**src/rtl/pfr_pkg.sv**
```systemverilog
// What this block does
// - current frame is one start bit then six data bits, MSB first
// - each serial bit lasts two shared clock cycles
// - every current line is watched for a start bit whenever its receiver is idle
// - average the active phase currents and trim each phase drive toward it
// - two cycles after strobe, six error bits arrive MSB first
// - voltage error is taken from the one designated regulation stage only
// - voltage code goes to regulation stage over config bus before soft start
// - each strobe-started voltage frame counts as exactly one sample
// - at least three stages hold regulation, transient and over/under roles
// - one stage gets transient trip levels, another over/under voltage setup
// - load-line path scales average current by a gain and low-pass filters
// - filtered load-line value is subtracted from the voltage error sample
// - compensated result drives all phases as a common target offset
// - shared stage clock is supplied and times all serial reception
// - transient trip immediately aligns or removes all phases
package pfr_pkg;
   localparam int NPH        = 6;
   localparam int SMP_W      = 6;
   localparam int IDX_W      = 3;
   localparam int FIFO_DEPTH = 8;
   localparam int BIT_CYC    = 2;
   localparam int CUR_FIRST  = 3;
   localparam int VOLT_FIRST = 5;
   localparam int MIN_PH     = 3;
   localparam int PWM_PERIOD = 40;
   localparam int BASE_DUTY  = 20;
   localparam int PH_STEP    = 7;
   localparam int LPF_SHIFT  = 3;
   localparam int LL_SHIFT   = 4;
   localparam int COMP_SHIFT = 4;
   localparam int AVG_SHIFT  = 8;
   typedef enum logic [1:0] {
      CFG_VCODE, CFG_TRIP, CFG_OVUV, CFG_RUN
   } cfg_step_t;
endpackage

```
**src/rtl/phase_feedback_receiver.sv**
```systemverilog
`timescale 1ns/1ps
module phase_feedback_receiver (
   input  wire logic                  clk_i,
   input  wire logic                  rst_i,
   input  wire logic [5:0]            phase_current_serial_i,
   input  wire logic [5:0]            voltage_error_i,
   input  wire logic [5:0]            conv_start_i,
   input  wire logic                  transient_high_trip_i,
   input  wire logic                  transient_low_trip_i,
   input  wire logic [2:0]            active_phases_i,
   input  wire logic [2:0]            regulation_stage_i,
   input  wire logic [2:0]            transient_stage_i,
   input  wire logic [2:0]            ovuv_stage_i,
   input  wire logic [5:0]            voltage_code_i,
   input  wire logic [7:0]            trip_levels_i,
   input  wire logic [7:0]            ovuv_levels_i,
   input  wire logic [7:0]            load_line_gain_i,
   input  wire logic [7:0]            kp_i,
   input  wire logic [7:0]            ki_i,
   input  wire logic                  cfg_ready_i,
   output logic                       shared_stage_clock_o,
   output logic                       cfg_valid_o,
   output logic [2:0]                 cfg_stage_o,
   output pfr_pkg::cfg_step_t         cfg_kind_o,
   output logic [7:0]                 cfg_data_o,
   output logic                       soft_start_o,
   output logic [5:0]                 pwm_o,
   output logic [5:0]                 low_side_drive_o,
   output logic [7:0]                 target_offset_o,
   output logic                       fast_transient_mode_o
);
   localparam int NPH = pfr_pkg::NPH;
   localparam int SW  = pfr_pkg::SMP_W;
   localparam int FW  = pfr_pkg::IDX_W + pfr_pkg::SMP_W;

   pfr_pkg::cfg_step_t cfg_r;
   logic [5:0]         pwm_d_r;
   logic [SW-1:0]      rx_data  [NPH];
   logic [NPH-1:0]     rx_valid;
   logic [NPH-1:0]     pend_r;
   logic [SW-1:0]      pend_dat_r [NPH];
   logic [SW-1:0]      cur_r    [NPH];
   logic               fin_valid;
   logic               fin_ready;
   logic [FW-1:0]      fin_data;
   logic               fout_valid;
   logic               fout_ready;
   logic [FW-1:0]      fout_data;
   logic [2:0]         pick;
   logic [2:0]         nact;
   logic [8:0]         sum;
   logic [SW-1:0]      avg;
   logic [SW-1:0]      verr;
   logic               verr_valid;
   logic [11:0]        ll_raw;
   logic signed [12:0] filt_r;
   logic signed [12:0] err_r;
   logic               upd_r;
   logic signed [23:0] integ_r;
   logic signed [23:0] comp;
   logic [5:0]         cnt_r;
   logic               run;
   logic [5:0]         pwm_nxt;

   // lowest pending phase wins the fifo slot
   function automatic logic [2:0] first_set(input logic [5:0] v);
      logic [2:0] r;
      r = 3'h0;
      for (int k = NPH - 1; k >= 0; k--) begin
         if (v[k]) r = 3'(k);
      end
      return r;
   endfunction

   // 2^8 / n for the phase average
   function automatic logic [7:0] recip(input logic [2:0] n);
      logic [7:0] r;
      unique case (n)
         3'h4:    r = 8'h40;
         3'h5:    r = 8'h33;
         3'h6:    r = 8'h2B;
         default: r = 8'h56;
      endcase
      return r;
   endfunction

   // clk_i is the shared stage clock forwarded to every stage
   assign shared_stage_clock_o = clk_i;
   assign run = (cfg_r == pfr_pkg::CFG_RUN);
   assign soft_start_o = run;

   // stage setup sequence before soft start
   always_ff @(posedge clk_i or posedge rst_i) begin
      if (rst_i) begin
         cfg_r <= pfr_pkg::CFG_VCODE;
      end else if (cfg_valid_o && cfg_ready_i) begin
         unique case (cfg_r)
            pfr_pkg::CFG_VCODE: cfg_r <= pfr_pkg::CFG_TRIP;
            pfr_pkg::CFG_TRIP:  cfg_r <= pfr_pkg::CFG_OVUV;
            pfr_pkg::CFG_OVUV:  cfg_r <= pfr_pkg::CFG_RUN;
            pfr_pkg::CFG_RUN:   cfg_r <= pfr_pkg::CFG_RUN;
         endcase
      end
   end

   // config bus request for the current step
   always_comb begin
      cfg_valid_o = ~run;
      cfg_kind_o  = cfg_r;
      cfg_stage_o = regulation_stage_i;
      cfg_data_o  = {2'h0, voltage_code_i};
      unique case (cfg_r)
         pfr_pkg::CFG_TRIP: begin
            cfg_stage_o = transient_stage_i;
            cfg_data_o  = trip_levels_i;
         end
         pfr_pkg::CFG_OVUV: begin
            cfg_stage_o = ovuv_stage_i;
            cfg_data_o  = ovuv_levels_i;
         end
         default: begin
         end
      endcase
   end

   // one current receiver per phase, a falling pwm abandons any frame in progress
   for (genvar i = 0; i < NPH; i++) begin : g_rx
      serial_sample_rx #(.START_BIT(1'b1)) u_cur (
         .clk_i   (clk_i),
         .rst_i   (rst_i),
         .line_i  (phase_current_serial_i[i]),
         .strobe_i(1'b0),
         .abort_i (pwm_d_r[i] & ~pwm_o[i]),
         .data_o  (rx_data[i]),
         .valid_o (rx_valid[i])
      );
   end

   // pending slot per phase, a new frame beats the fifo take
   always_ff @(posedge clk_i or posedge rst_i) begin
      if (rst_i) begin
         pend_r <= '0;
         for (int k = 0; k < NPH; k++) pend_dat_r[k] <= '0;
      end else begin
         for (int k = 0; k < NPH; k++) begin
            if (rx_valid[k]) begin
               pend_r[k]     <= 1'b1;
               pend_dat_r[k] <= rx_data[k];
            end else if (fin_ready && pick == 3'(k) && pend_r[k]) begin
               pend_r[k] <= 1'b0;
            end
         end
      end
   end

   assign pick      = first_set(pend_r);
   assign fin_valid = |pend_r;
   assign fin_data  = {pick, pend_dat_r[pick]};
   // drain stalls while the voltage path updates
   assign fout_ready = ~upd_r;

   sample_fifo #(.W(FW), .DEPTH(pfr_pkg::FIFO_DEPTH)) u_fifo (
      .clk_i      (clk_i),
      .rst_i      (rst_i),
      .in_valid_i (fin_valid),
      .in_ready_o (fin_ready),
      .in_data_i  (fin_data),
      .out_valid_o(fout_valid),
      .out_ready_i(fout_ready),
      .out_data_o (fout_data)
   );

   // latest current per phase
   always_ff @(posedge clk_i or posedge rst_i) begin
      if (rst_i) begin
         for (int k = 0; k < NPH; k++) cur_r[k] <= '0;
      end else if (fout_valid && fout_ready) begin
         cur_r[fout_data[FW-1:SW]] <= fout_data[SW-1:0];
      end
   end

   // active phase count clamped to three..six
   always_comb begin
      nact = active_phases_i;
      if (active_phases_i < 3'(pfr_pkg::MIN_PH)) nact = 3'(pfr_pkg::MIN_PH);
      if (active_phases_i > 3'(NPH)) nact = 3'(NPH);
   end

   // average of active phases
   always_comb begin
      logic [16:0] prod;
      prod = 17'h00000;
      sum = 9'h000;
      for (int k = 0; k < NPH; k++) begin
         if (3'(k) < nact) sum = sum + 9'(cur_r[k]);
      end
      prod = 17'(sum) * 17'(recip(nact));
      avg  = SW'(prod >> pfr_pkg::AVG_SHIFT);
   end

   // voltage error from the designated stage only
   serial_sample_rx #(.START_BIT(1'b0)) u_verr (
      .clk_i   (clk_i),
      .rst_i   (rst_i),
      .line_i  (voltage_error_i[regulation_stage_i]),
      .strobe_i(conv_start_i[regulation_stage_i]),
      .abort_i (1'b0),
      .data_o  (verr),
      .valid_o (verr_valid)
   );

   // load-line value: gain times average, then first-order filter
   assign ll_raw = 12'((14'(avg) * 14'(load_line_gain_i))
                       >> pfr_pkg::LL_SHIFT);
   always_ff @(posedge clk_i or posedge rst_i) begin
      if (rst_i) begin
         filt_r <= 13'sh0000;
      end else begin
         filt_r <= filt_r + ((13'($signed({1'b0, ll_raw})) - filt_r)
                             >>> pfr_pkg::LPF_SHIFT);
      end
   end

   // error less load-line on each strobe sample, then PI compensation
   assign comp = (24'(err_r) * 24'($signed({1'b0, kp_i})) + integ_r)
                 >>> pfr_pkg::COMP_SHIFT;
   always_ff @(posedge clk_i or posedge rst_i) begin
      if (rst_i) begin
         err_r           <= 13'sh0000;
         upd_r           <= 1'b0;
         integ_r         <= 24'sh000000;
         target_offset_o <= 8'h00;
      end else begin
         upd_r <= verr_valid;
         if (verr_valid) begin
            err_r <= 13'($signed(verr)) - filt_r;
         end
         if (upd_r) begin
            integ_r <= integ_r + 24'(err_r) * 24'($signed({1'b0, ki_i}));
            if (comp > 24'sd127) target_offset_o <= 8'h7F;
            else if (comp < -24'sd128) target_offset_o <= 8'h80;
            else target_offset_o <= comp[7:0];
         end
      end
   end

   // shared pwm period counter
   always_ff @(posedge clk_i or posedge rst_i) begin
      if (rst_i) begin
         cnt_r <= 6'h00;
      end else if (cnt_r == 6'(pfr_pkg::PWM_PERIOD - 1)) begin
         cnt_r <= 6'h00;
      end else begin
         cnt_r <= cnt_r + 6'h01;
      end
   end

   // per-phase duty: common offset minus balance trim, staggered phases
   always_comb begin
      logic signed [9:0] duty;
      logic [6:0]        pc;
      duty    = 10'sd0;
      pc      = 7'h00;
      pwm_nxt = 6'h00;
      for (int k = 0; k < NPH; k++) begin
         duty = 10'(pfr_pkg::BASE_DUTY)
              + 10'($signed(target_offset_o))
              - (10'($signed({1'b0, cur_r[k]}))
                 - 10'($signed({1'b0, avg})));
         pc = 7'(cnt_r) + 7'(k * pfr_pkg::PH_STEP);
         if (pc >= 7'(pfr_pkg::PWM_PERIOD)) begin
            pc = pc - 7'(pfr_pkg::PWM_PERIOD);
         end
         pwm_nxt[k] = (3'(k) < nact) && (duty > $signed({3'b000, pc}));
      end
      if (transient_high_trip_i) pwm_nxt = 6'h3F;
      else if (transient_low_trip_i) pwm_nxt = 6'h00;
      if (!run) pwm_nxt = 6'h00;
   end

   // registered drive pins
   always_ff @(posedge clk_i or posedge rst_i) begin
      if (rst_i) begin
         pwm_o                 <= 6'h00;
         pwm_d_r               <= 6'h00;
         low_side_drive_o      <= 6'h00;
         fast_transient_mode_o <= 1'b0;
      end else begin
         pwm_o   <= pwm_nxt;
         pwm_d_r <= pwm_o;
         low_side_drive_o <= run ? ~pwm_nxt : 6'h00;
         fast_transient_mode_o <= run & (transient_high_trip_i
                                         | transient_low_trip_i);
      end
   end
endmodule

```
**src/rtl/sample_fifo.sv**
```systemverilog
`timescale 1ns/1ps
module sample_fifo #(
   parameter int W     = 9,
   parameter int DEPTH = 8
) (
   input  wire logic         clk_i,
   input  wire logic         rst_i,
   input  wire logic         in_valid_i,
   output logic              in_ready_o,
   input  wire logic [W-1:0] in_data_i,
   output logic              out_valid_o,
   input  wire logic         out_ready_i,
   output logic [W-1:0]      out_data_o
);
   localparam int AW = $clog2(DEPTH);
   logic [W-1:0] mem_r [DEPTH];
   logic [AW:0]  wp_r;
   logic [AW:0]  rp_r;
   logic         full;
   logic         empty;
   logic         do_wr;
   logic         do_rd;

   // full when pointers differ only in the wrap bit
   assign full  = (wp_r[AW] != rp_r[AW]) && (wp_r[AW-1:0] == rp_r[AW-1:0]);
   assign empty = (wp_r == rp_r);
   assign in_ready_o  = ~full;
   assign out_valid_o = ~empty;
   assign do_wr = in_valid_i & ~full;
   assign do_rd = out_ready_i & ~empty;
   assign out_data_o = mem_r[rp_r[AW-1:0]];

   // storage
   always_ff @(posedge clk_i) begin
      if (do_wr) begin
         mem_r[wp_r[AW-1:0]] <= in_data_i;
      end
   end

   // pointers
   always_ff @(posedge clk_i or posedge rst_i) begin
      if (rst_i) begin
         wp_r <= '0;
         rp_r <= '0;
      end else begin
         if (do_wr) wp_r <= wp_r + 1'b1;
         if (do_rd) rp_r <= rp_r + 1'b1;
      end
   end
endmodule

```
**src/rtl/serial_sample_rx.sv**
```systemverilog
`timescale 1ns/1ps
module serial_sample_rx #(
   parameter bit START_BIT = 1'b1
) (
   input  wire logic                    clk_i,
   input  wire logic                    rst_i,
   input  wire logic                    line_i,
   input  wire logic                    strobe_i,
   input  wire logic                    abort_i,
   output logic [pfr_pkg::SMP_W-1:0]    data_o,
   output logic                         valid_o
);
   logic [1:0]                line_s_r;
   logic [1:0]                strb_s_r;
   logic                      strb_d_r;
   logic                      busy_r;
   logic [3:0]                wait_r;
   logic [2:0]                nbit_r;
   logic [pfr_pkg::SMP_W-1:0] sh_r;
   logic                      trig;

   // two-flop synchronisers, only the second flop is used downstream
   always_ff @(posedge clk_i or posedge rst_i) begin
      if (rst_i) begin
         line_s_r <= 2'h0;
         strb_s_r <= 2'h0;
         strb_d_r <= 1'b0;
      end else begin
         line_s_r <= {line_s_r[0], line_i};
         strb_s_r <= {strb_s_r[0], strobe_i};
         strb_d_r <= strb_s_r[1];
      end
   end

   // frame trigger: start bit on an idle line, or strobe rising edge
   assign trig = START_BIT ? line_s_r[1]
                           : (strb_s_r[1] & ~strb_d_r);

   // frame sequencer, samples the second cycle of each bit
   always_ff @(posedge clk_i or posedge rst_i) begin
      if (rst_i) begin
         busy_r  <= 1'b0;
         wait_r  <= 4'h0;
         nbit_r  <= 3'h0;
         sh_r    <= '0;
         data_o  <= '0;
         valid_o <= 1'b0;
      end else begin
         valid_o <= 1'b0;
         if (abort_i) begin
            busy_r <= 1'b0;
         end else if (!busy_r) begin
            if (trig) begin
               busy_r <= 1'b1;
               nbit_r <= 3'h0;
               wait_r <= START_BIT ? 4'(pfr_pkg::CUR_FIRST - 1)
                                   : 4'(pfr_pkg::VOLT_FIRST - 1);
            end
         end else if (wait_r != 4'h0) begin
            wait_r <= wait_r - 4'h1;
         end else begin
            sh_r   <= {sh_r[pfr_pkg::SMP_W-2:0], line_s_r[1]};
            wait_r <= 4'(pfr_pkg::BIT_CYC - 1);
            nbit_r <= nbit_r + 3'h1;
            if (nbit_r == 3'(pfr_pkg::SMP_W - 1)) begin
               busy_r  <= 1'b0;
               valid_o <= 1'b1;
               data_o  <= {sh_r[pfr_pkg::SMP_W-2:0], line_s_r[1]};
            end
         end
      end
   end
endmodule
```
**config.mk**
```make
export PLATFORM = sky130hd
export DESIGN_NAME = phase_feedback_receiver
export DESIGN_NICKNAME = d
export VERILOG_FILES = /design/src/rtl/pfr_pkg.sv /design/src/rtl/phase_feedback_receiver.sv /design/src/rtl/sample_fifo.sv /design/src/rtl/serial_sample_rx.sv
export SDC_FILE = /design/constraint.sdc
export NUM_CORES = 2
export LEC_CHECK = 0
export ABC_AREA = 1
export BUFFER_PORTS_ARGS = -buffer_cell sky130_fd_sc_hd__buf_2
export CORE_MARGIN = 2
export CORE_UTILIZATION = 45
export CTS_CLUSTER_SIZE = 8
export DETAILED_ROUTE_END_ITERATION = 8
export GPL_ROUTABILITY_DRIVEN = 0
export PLACE_DENSITY = 0.63
export REMOVE_ABC_BUFFERS = 1
export SLEW_MARGIN = 0
export SYNTH_ARGS = -nofsm -noshare
export SYNTH_HDL_FRONTEND = slang
export SYNTH_SLANG_ARGS = --single-unit
```
**constraint.sdc**
```tcl
create_clock -name clk_i -period 13.8 [get_ports clk_i]
set_input_delay 2.76 -clock clk_i [delete_from_list [all_inputs] [get_ports clk_i]]
set_output_delay 2.76 -clock clk_i [all_outputs]
set_load 0.005 [all_outputs]
```
==> After elaboration in Yosys (flattened, before gate mapping) <==
Memory sizes are Yosys's and may differ from the RTL's.
Cells that the tools add are included.
{ "word_totals": {"ff_bits": 329, "word_cells": 462, "in_bits": 81, "memories": 1, "output_inout_bits": 37, "ramBits": 72} }
{ "mem_list": {"columns": ["memory", "words", "width", "rd", "rd_clocked_by_memory_dff", "write_ports", "line", "rtl"], "rows": [
  ["u_fifo.mem_r", 8, 9, 1, 0, 1, "sample_fifo.sv:16", "logic [W-1:0] mem_r [DEPTH];"]
]} }
{ "classes": {"order_cmp": 26, "n_addsub": 51, "n_bitwise": 38, "mux": 158, "n_mul": 4, "n_reduce_logical": 73, "eq_ne": 29} }
{ "op_table": {"columns": ["cell", "count"], "rows": [
  ["$mux W3", 29],
  ["$mux W4", 21],
  ["$mux W1", 77],
  ["$gt A10 B8 Y1", 6],
  ["$sub A9 B7 Y10", 6],
  ["$mux W6", 9],
  ["$add A9 B6 Y9", 5],
  ["$mux W9", 5],
  ["$mul A13 B9 Y22", 2],
  ["$mux W7", 6],
  ["$sub A6 B6 Y7", 6],
  ["$reduce_and A3 Y1", 13],
  ["$bwmux W36", 1],
  ["$eq A3 B3 Y1 const B", 12],
  ["$ge A7 B6 Y1 const B", 5],
  ["$sub A7 B6 Y7 const B", 5],
  ["$reduce_bool A4 Y1", 7],
  ["$sub A4 B1 Y4 const B", 7],
  ["$reduce_bool A2 Y1", 13],
  ["$add A22 B24 Y24", 1],
  ["$add A24 B22 Y24", 1],
  ["$not A1 Y1", 24],
  ["$reduce_and A4 Y1", 6],
  ["$logic_and A1 B1 Y1", 22],
  ["51 further kinds", 90]
]} }

==> Depth between registers and ports, before layout <==
{ "depth": {"word_depth": 25, "mapped_depth": 85} }

==> By module <==
Synthesis repeated with hierarchy kept, for this count alone.
{ "hier_totals": {"hier_cells": 4825, "area_unflattened_um2": 38190.4} }
{ "modules_own_cells": {"columns": ["module", "area_each_um2", "n_inst", "cells_per_inst"], "rows": [
  ["phase_feedback_receiver", 27971.8, 1, 3753],
  ["serial_sample_rx (g_rx[0].u_cur ...)", 972.2, 6, 113],
  ["sample_fifo", 3339.5, 1, 288],
  ["serial_sample_rx (u_verr)", 1046.0, 1, 106]
]} }

==> metrics <==
Worst-Skew Late Latency 0.75 ns; Die H 291 um; PnR worst setup slack 0.102 ns; CP top delay family adder cells; via count 29,600; Die Wd 291 um; port buffer count 117; register area 10,400 um^2; Post-synth top cells 904 x inv_1, 876 x nand2_1, 393 x ha_1; top-count cell post-synth inv_1; CP Max Fanout 6; Fin. Hold Viols 0; # IOs 118; hold path depth 0; post-synth top area share 0.222; Bufs and invs on worst path 14; Syn Std Cell Area 37,000 um^2; Detailed Place HPWL 70,600 um; pre-CTS WS -0.934 ns; final wirelength 90,100 um; largest net degree at the start of global routing 137; Final Max Slew Viols 0; sequential element share of the synthesized area 0.281; reg2reg setup slack 0.15 ns; Worst Hold Class flop to flop; initial core utilization 0.453; synth-to-layout area growth 15.6%; Worst Skew 0.0717 ns; Core Region 81,700 um^2; vias per cell 5.02; largest area contributor in the synthesized netlist dfrtp_1; Final setup viols 0; cell count after synthesis 4,478; CP Depth 74; Yosys cell types 68; EDFF count, synth 72; Mean Syn Cell Area 8.26 um^2; antenna viol nets, final 0; fraction of layout cells with a size suffix above 1 0.132; vias in the first global route 29,500; initial antenna violation count 3; WP data required 14.36 ns; Top FF cell, synth dfrtp_1; synthesis warning total 0; max-capacitance violation count 0; initial drt markers 1,693; Worst Tran Pin Value 1.22 ns; Layout Cells excl Fill 5,889; final-stage net count 5,555; Final min period 13.70 ns; Post-synth ARST share 0.820; Slew headroom 0.185; TritonCTS clock tree built; DRC viols 0; Met3 Wirelength 3930 um; DP Cell Count 5,773; type of origin of the critical path input port; outcome finished clean; fin crit share 0.993; # rows 105; Yosys reg bits 401; Initial DRT Pass Iterations 5; Area contributors post-synth dfrtp_1 22%, fa_1 16%, ha_1 13%; fmax 0.0730 GHz; first-pass GRT wire length 149,000 um; Worst EP arrival 14.26 ns; worst setup path category input port to flop; Critical Path Slowest Stage Cell fa_1; highest routed layer met5; slowest cell delay on critical path 0.56 ns; most frequent CP cell nand2_1; met1 WL 41,300 um; routed length per instance 15.3 um; Die ar. 84,600 um^2; Reg clk slew, reported paths 0.05 ns; Met2 Routed Length 43,000 um; hold buffer count at cts 0; grt ovf 0; Worst Setup End Kind flop; fillers 7,688; Multi-input gate area 23,500 um^2; Tot GR Track Use 0.215; unrepaired setup endpoints after global routing yes; cells on worst reg2reg path 83
==> registers in the layout, summed over array words and instances (netlist names), 5 cells and up <==
name	cells
err_r	13
g_rx.u_cur.nbit_r	18
u_fifo.mem_r	72
integ_r	24
pend_r	6
g_rx.u_cur.valid_o	6
g_rx.u_cur.sh_r	30
low_side_drive_o	6
cur_r	36
filt_r	13
target_offset_o	8
pend_dat_r	36
g_rx.u_cur.busy_r	6
g_rx.u_cur.data_o	36
u_verr.data_o	6
g_rx.u_cur.line_s_r	12
u_verr.sh_r	5
cnt_r	6
pwm_d_r	6
pwm_o	6
g_rx.u_cur.wait_r	24
==> cell type report <==
type                    instances  area share
multi-input cells            3062       0.550
well taps                    1070      0.0313
inverters                     921      0.0811
flip-flops and latches        401       0.243
repair buffers                347      0.0548
clock inverters                 4     0.00231
diodes                          4    0.000234
clock buffers                  80      0.0376
==> per-layer routing <==
layer,vias up,GRT usage
met4,2,0.0483
li1,14800,-
met3,125,0.0291
met1,14200,0.294
met2,534,0.364
met5,-,0
==> kinds of logic (layout without fill, tap and decap cells) <==
kind of cell,count (synthesis),count (layout),share of synthesized area
XOR/XNOR,189,189,0.0456
buffers and inverters,1015,1352,0.104
AO/OA/AOI/OAI,719,719,0.110
flip-flops,401,401,0.281
multiplexers,41,41,0.0124
adder cells (fa/ha/maj),680,680,0.288
AND/OR/NAND/NOR,1432,1432,0.159
other,1,5,0.000101
==> stage by stage <==
stage                     TNS, ns  utilization  hold slack, ns  area (um^2)
after CTS                       0        0.516           0.338        42200
after global routing        -2.98        0.523           0.347        42800
final                           0        0.524           0.334        42800
after global placement      -4.50        0.490           0.333        40100
after floorplan             -1.12            -           0.331        36600
after detailed placement    -5.31        0.490           0.335        40100
==> repair_timing <==
item                                    in CTS  in global routing
endpoints found under the hold margin        0                  0
endpoints found under the setup margin       8                 10
setup buffers                               10                 20
resized for setup                           57                105
pin swaps                                   31                110
==> path summary, 6_finish.rpt <==
kind / startpoint / to
hold / removal: g_rx[5].u_cur.line_s_r[0] / g_rx[5].u_cur.line_s_r[1]
max in group asynchronous: rst_i / u_verr.sh_r[0]
setup reg to reg: cur_r[25] / filt_r[11]
min in group asynchronous: rst_i / g_rx[4].u_cur.line_s_r[0]
setup / recovery: active_phases_i[2] / filt_r[11]
hold reg to reg: g_rx[5].u_cur.line_s_r[0] / g_rx[5].u_cur.line_s_r[1]
==> placed cells by master, fill, tap and decap left out, types with 26 or more instances in the layout <==
master,synthesis,layout
inv_1,904,888
nand2_1,876,863
ha_1,393,367
nor2_1,337,330
dfrtp_1,329,329
fa_1,287,285
o21ai_0,276,264
a21oi_1,265,234
buf_4,2,223
xor2_1,120,117
buf_2,8,117
nand3_1,107,104
edfxtp_1,72,72
xnor2_1,66,64
clkbuf_16,0,60
mux2_2,30,30
o22ai_1,30,29
a21oi_2,1,28
o21bai_1,28,26
Power is not shown: default switching activity piles up to over one toggle a cycle in this logic, so the estimate is an artifact.
